$ cat config.mk
export PLATFORM = sky130hd
export DESIGN_NAME = dual_baud_rate_divider
export DESIGN_NICKNAME = d
export VERILOG_FILES = /design/src/dual_baud_pkg.sv /design/src/dual_baud_rate_divider.sv
export SDC_FILE = /design/constraint.sdc
export NUM_CORES = 1
export LEC_CHECK = 0
export BUFFER_PORTS_ARGS = -buffer_cell sky130_fd_sc_hd__clkbuf_2
export CORE_MARGIN = 1
export CORE_UTILIZATION = 45
export CTS_CLUSTER_SIZE = 40
export DETAILED_ROUTE_END_ITERATION = 8
export PLACE_DENSITY = 0.75
export SKIP_LAST_GASP = 1
export SYNTH_ARGS = -nofsm -noshare
export SYNTH_HDL_FRONTEND = slang
export SYNTH_SLANG_ARGS = --single-unit
$ cat constraint.sdc
create_clock -name CLOCK -period 7.35 [get_ports CLOCK]
set_clock_uncertainty 0.15 [all_clocks]
set_input_delay 1.47 -clock CLOCK [delete_from_list [all_inputs] [get_ports CLOCK]]
set_output_delay 1.47 -clock CLOCK [all_outputs]
set_load 0.02 [all_outputs]
$ cat src/dual_baud_pkg.sv
// Constants, divisor tables and state types for the dual baud-rate divider
// Function
// - Variant 00 codes 0..15 select divisors 6336 down to 16.
// - Variant 02 codes 0..15 select divisors 3456 down to 9.
// - Variant 03 codes 0..15 select divisors 7523 down to 20.
// - Variant 04 uses the variant 02 divisors with a doubled input clock.
// - Variant 05 codes 0..15 select divisors 6144 down to 16.
// - Variant 06 codes 0..15 select divisors 3168 down to 8.
// - Uneven divisors keep each output phase within 50 percent plus minus 10.
// - Dividers count rising edges of the reference clock, not its level.
// - Receiver code loads into its latch while the receiver strobe is high.
// - Transmitter code loads while its strobe is high; channels are independent.
// - Each counter is 15 bits and divides by 2 up to 32767.
package dual_baud_pkg;

  localparam int CODE_W = 4;
  localparam int CNT_W = 15;
  localparam int ADDR_W = 8;
  localparam int DATA_W = 32;
  localparam int NUM_VARIANTS = 6;
  localparam int NUM_CODES = 16;

  // Register offsets (byte addresses)
  localparam logic [ADDR_W-1:0] CTRL_OFS = 8'h00;
  localparam logic [ADDR_W-1:0] STATUS_OFS = 8'h04;
  localparam logic [1:0] CTRL_RESET = 2'h3;

  // Variant index: 0..5 stands for mask variants 00, 02, 03, 04, 05, 06
  localparam logic [CNT_W-1:0] DIV_TABLE [NUM_VARIANTS][NUM_CODES] = '{
    '{6336, 4224, 2880, 2355, 2112, 1056, 528, 264,
      176, 158, 132, 88, 66, 44, 33, 16},
    '{3456, 2304, 1571, 1285, 1152, 864, 576, 288,
      144, 96, 86, 72, 48, 36, 18, 9},
    '{7523, 5015, 3420, 2797, 2508, 1881, 1254, 627,
      313, 209, 188, 157, 104, 78, 39, 20},
    '{3456, 2304, 1571, 1285, 1152, 864, 576, 288,
      144, 96, 86, 72, 48, 36, 18, 9},
    '{6144, 4096, 2793, 2284, 2048, 1024, 512, 256,
      171, 154, 128, 85, 64, 43, 32, 16},
    '{3168, 2112, 1440, 1178, 1056, 792, 528, 264,
      132, 88, 66, 44, 33, 22, 17, 8}
  };

  typedef struct packed {
    logic [CNT_W-1:0] cnt;
    logic phase;
    logic out;
  } chan_type;

  localparam chan_type CHAN_RESET = '{cnt: 15'h0001, phase: 1'b0, out: 1'b0};

  typedef struct packed {
    logic refclk;
    logic rx_stb;
    logic tx_stb;
    logic [CODE_W-1:0] rx_code;
    logic [CODE_W-1:0] tx_code;
  } pin_type;

  // Index 0 is the receive channel, index 1 the transmit channel
  typedef struct packed {
    pin_type sync1;
    pin_type sync2;
    logic ref_prev;
    logic [1:0][CODE_W-1:0] code;
    chan_type [1:0] ch;
    logic [1:0] enable;
    logic pready;
    logic pslverr;
    logic [DATA_W-1:0] prdata;
  } state_type;

endpackage

$ cat src/dual_baud_rate_divider.sv
// Dual baud-rate divider with pin-strobed rate codes and an APB register port
//
// The register addresses and the APB register port were decided locally.
`timescale 1ns/1ps
module dual_baud_rate_divider #(
  parameter int VARIANT = 0
) (
  // Clock and reset
  input wire logic CLOCK,
  input wire logic RESETN,
  // Reference clock and rate select pins
  input wire logic REFERENCE_CLOCK_IN,
  input wire logic RECEIVER_CODE_STROBE,
  input wire logic [dual_baud_pkg::CODE_W-1:0] RECEIVER_RATE_CODE,
  input wire logic TRANSMITTER_CODE_STROBE,
  input wire logic [dual_baud_pkg::CODE_W-1:0] TRANSMITTER_RATE_CODE,
  // Baud clocks
  output logic RECEIVE_CLOCK_OUT,
  output logic TRANSMIT_CLOCK_OUT,
  // APB slave
  input wire logic PSEL,
  input wire logic PENABLE,
  input wire logic PWRITE,
  input wire logic [dual_baud_pkg::ADDR_W-1:0] PADDR,
  input wire logic [dual_baud_pkg::DATA_W-1:0] PWDATA,
  output logic PREADY,
  output logic [dual_baud_pkg::DATA_W-1:0] PRDATA,
  output logic PSLVERR
);
  import dual_baud_pkg::*;

  state_type q;
  state_type d;
  logic ref_edge;
  logic [1:0][CNT_W-1:0] div_w;
  logic [1:0][CNT_W-1:0] lo_w;
  logic [1:0][CNT_W-1:0] hi_w;

  // The reference pin is sampled, so it must stay well under half of CLOCK
  assign ref_edge = q.sync2.refclk & ~q.ref_prev;

  genvar gi;
  generate
    for (gi = 0; gi < 2; gi++) begin : g_lookup
      // Fixed mask table chosen at build time
      assign div_w[gi] = DIV_TABLE[VARIANT][q.code[gi]];
      assign lo_w[gi] = div_w[gi] >> 1;
      assign hi_w[gi] = div_w[gi] - lo_w[gi];
    end
  endgenerate

  always_comb begin
    d = q;
    d.sync1 = '{refclk: REFERENCE_CLOCK_IN, rx_stb: RECEIVER_CODE_STROBE,
                tx_stb: TRANSMITTER_CODE_STROBE,
                rx_code: RECEIVER_RATE_CODE,
                tx_code: TRANSMITTER_RATE_CODE};
    d.sync2 = q.sync1;
    d.ref_prev = q.sync2.refclk;
    // Level-sensitive latch: a tied-high strobe lets the code follow the pins
    if (q.sync2.rx_stb) begin
      d.code[0] = q.sync2.rx_code;
    end
    if (q.sync2.tx_stb) begin
      d.code[1] = q.sync2.tx_code;
    end
    for (int i = 0; i < 2; i++) begin
      if (!q.enable[i]) begin
        d.ch[i] = CHAN_RESET;
      end else if (ref_edge) begin
        if (q.ch[i].cnt <= 15'h0001) begin
          // Reload only here, so a new code never cuts a phase short
          d.ch[i].out = ~q.ch[i].out;
          d.ch[i].phase = ~q.ch[i].phase;
          d.ch[i].cnt = q.ch[i].phase ? hi_w[i] : lo_w[i];
        end else begin
          d.ch[i].cnt = q.ch[i].cnt - 15'h0001;
        end
      end
    end
    // Registered answer: ready in the first access cycle, zero wait states
    d.pready = PSEL & ~PENABLE;
    d.pslverr = 1'b0;
    d.prdata = '0;
    if (PSEL && !PENABLE) begin
      if (PADDR == CTRL_OFS) begin
        d.prdata = {30'h0, q.enable};
      end else if (PADDR == STATUS_OFS) begin
        d.prdata = {22'h0, q.ch[1].out, q.ch[0].out, q.code[1], q.code[0]};
      end else begin
        d.pslverr = 1'b1;
      end
    end
    if (PSEL && PENABLE && q.pready && PWRITE && PADDR == CTRL_OFS) begin
      d.enable = PWDATA[1:0];
    end
  end

  always_ff @(posedge CLOCK) begin
    if (!RESETN) begin
      q <= '0;
      q.ch <= {CHAN_RESET, CHAN_RESET};
      q.enable <= CTRL_RESET;
    end else begin
      q <= d;
    end
  end

  assign RECEIVE_CLOCK_OUT = q.ch[0].out;
  assign TRANSMIT_CLOCK_OUT = q.ch[1].out;
  assign PREADY = q.pready;
  assign PRDATA = q.prdata;
  assign PSLVERR = q.pslverr;
endmodule

==> impl_metrics.py <==
metrics = {
    "worst_setup_path": {
        "path_buf_inv": 2,
        "slowest_stage": "dfxtp_1",
        "timing_worst_setup_path_type": "flip-flop to flip-flop",
        "arrival_ns": 4.09,
        "r2r_slack_ns": 3.39,
        "critical_path_required_ns": 7.48,
        "critPathTopFamily": "compound AO/OA/AOI/OAI gates",
        "end_kind": "flip-flop",
        "startpoint_type": "flip-flop",
        "worstPathCellList": "inv_1, ha_1, nand2_1, a21oi_1, ha_1, inv_1, nor2_1, o21ai_0, a221oi_1, a211oi_1, a21oi_1, nor4_1, o221a_2",
        "max_stage_delay_ns": 0.55,
        "path_max_fanout": 12,
    },
    "grt": {
        "grt_pass1_vias": 4591,
        "grt_max_degree": 41,
        "grt_pass1_wl_um": 21500,
        "grt_usage_pct": 20.0,
        "gr-total-overflow": 0,
        "antenna_found_initial": 0,
    },
    "detailed_routing": {
        "via_per_inst": 5.51,
        "dr.pass1.iters": 6,
        "wl_per_cell_um": 13.7,
        "route.detailed.drc": 0,
        "drtIter0Drc": 236,
        "wl_um": 12800,
        "ant_nets": 0,
        "via_count": 5159,
    },
    "place": {
        "gp_congestion": 0.863,
        "dp_hpwl_um": 9360,
        "portBuffers": 39,
        "place_ws_ns": 3.45,
    },
    "logic_synthesis": {
        "postSynth.asyncResetShare_pct": 0,
        "synth_edf_count": 0,
        "yosysUniqueCellTypes": 65,
        "synth.avg_cell_area_um2": 7.84,
        "ys_ff_latch": 79,
        "netlist_area_mm2": 0.00590,
        "synth_ff_type": "dfxtp_1",
        "syn_inst": 753,
        "yosysSeqAreaShare_pct": 26.8,
        "ys_warn_count": 0,
    },
    "clocking": {
        "postCtsSetupBuffers": 0,
        "cts_resized": 0,
        "cts_buffers": 9,
        "cts-htree-levels": 3,
        "clkLatencyLatePin_ns": 0.34,
        "cts.sinks": 79,
        "holdBufCountCts": 0,
        "path_clk_slew_ns": 0.06,
        "cts_tree": "built",
        "clockBufferDepth": 2,
        "root_buffer": "clkbuf_16",
    },
    "timing": {
        "rsz0062_at_grt": "no",
        "drv_slew": 0,
        "min_period_ns": 3.96,
        "hold_viol": 0,
        "maxSlewHeadroom_pct": 46.6,
        "finalCritPeriodShare_pct": 53.9,
        "worstMarginPinSlew_ns": 0.800,
        "tns_ns": 0,
        "setup_viol": 0,
        "postLayoutSetupSlackWorst_ns": 3.39,
        "max_freq_mhz": 252,
    },
    "layout": {
        "drive_gt1_share_pct": 9.16,
        "final_common_cell": "dfxtp_1",
        "area_delta_synth_final_pct": 7.36,
        "nets": 866,
        "final_cell_mix": "79 x dfxtp_1, 56 x o21ai_0, 54 x nand2_1, 54 x nor2_1",
        "antenna_cells": 0,
    },
    "power": {
        "power_leakage_nw": 2.59,
        "peakVddDrop_v": 0.000149,
        "power_density_mw_per_mm2": 187,
    },
    "floorplan": {
        "core_area_mm2": 0.0127,
        "rows": 41,
        "dieWidth_um": 117,
        "start_util_pct": 46.4,
        "die-area_mm2": 0.0136,
        "dieHeight_um": 117,
        "io_pins": 92,
    },
    "run": {
        "max_cap_viol_count": 0,
    },
    "run_status": {
        "status": "finished clean",
    },
    "hold_path": {
        "min_path_type": "flip-flop to flip-flop",
    },
}
[stage by stage]
stage               utilization (%)  total power [mW]  instances  hold WS [ns]  area (µm²)
global placement               47.4             0.726        921         0.263        6030
detailed placement             47.4             0.728        921         0.269        6030
floorplan                         -             0.691        774         0.262        5980
global route                   49.8              1.25        936         0.295        6340
finish                         49.8              1.19        936         0.281        6340
CTS                            49.8              1.19        936         0.280        6340
[Yosys cell counts, drive strengths merged, types with 18 or more instances]
cell type	n	area, µm²
a21oi	53	265
and2	36	225
buf	41	282
clkbuf	25	95.1
dfxtp	79	1580
ha	48	601
inv	53	199
mux2i	18	180
nand2	54	203
nor2	54	203
nor2b	20	125
nor3	28	145
o21ai	56	280
[final cells by class]
cell class                 count  area [µm²]
clock buffer                  10         239
clock inverter                 5        65.1
fill                        1257        6390
inverter                      53         199
multi-input combinational    576        3830
sequential                    79        1580
tap                          172         215
timing repair buffer          41         210
[flip-flops by register name (all words and copies together), names as in the netlist]
signal,count
q,53
TRANSMIT_CLOCK_OUT,1
PREADY,1
PSLVERR,1
d,12
PRDATA,10
RECEIVE_CLOCK_OUT,1
[where the power goes]
group | internal, mW | switching [mW] | total, mW
clock network | 0.274 | 0.190 | 0.465
registers | 0.448 | 0.0237 | 0.472
logic | 0.0918 | 0.159 | 0.251
[per-layer routing]
metal  track usage, %  wire (µm)  vias to the layer above
met5                0          0                        -
met4             6.07        178                        0
met3             4.00        724                       17
met2             32.4       5720                      151
met1             26.6       6160                     2352
li1                 -          -                     2639
[logic make-up after synthesis]
| family | synth area share (%) |
|---|---|
| xor gates and xnor gates | 2.52 |
| AOI/OAI and AO/OA | 22.2 |
| and+or+nand+nor | 22.6 |
| muxes | 5.15 |
| DFF | 26.8 |
| adders and majority gates | 10.9 |
| other | 0.0635 |
| buffers and inverters | 9.75 |
[final timing paths]
check / start / to / cells after the start
max: q[75]$_SDFFE_PN0P_ / q[69]$_SDFFE_PN0P_ / 13
min: d[81]$_SDFF_PN0_ / q[81]$_SDFF_PN0_ / 1
max reg2reg: q[75]$_SDFFE_PN0P_ / q[69]$_SDFFE_PN0P_ / 13
min reg2reg: d[81]$_SDFF_PN0_ / q[81]$_SDFF_PN0_ / 1
[worst reg2reg max path, stage by stage, from the launching register on]
cell and delay, ns:
dfxtp_1 0.55, inv_1 0.21, ha_1 0.37, nand2_1 0.06, a21oi_1 0.36, ha_1 0.33
inv_1 0.08, nor2_1 0.05, o21ai_0 0.22, a221oi_1 0.17, a211oi_1 0.50, a21oi_1 0.19
nor4_1 0.42, o221a_2 0.26
Power figures use the tool's default switching activity.
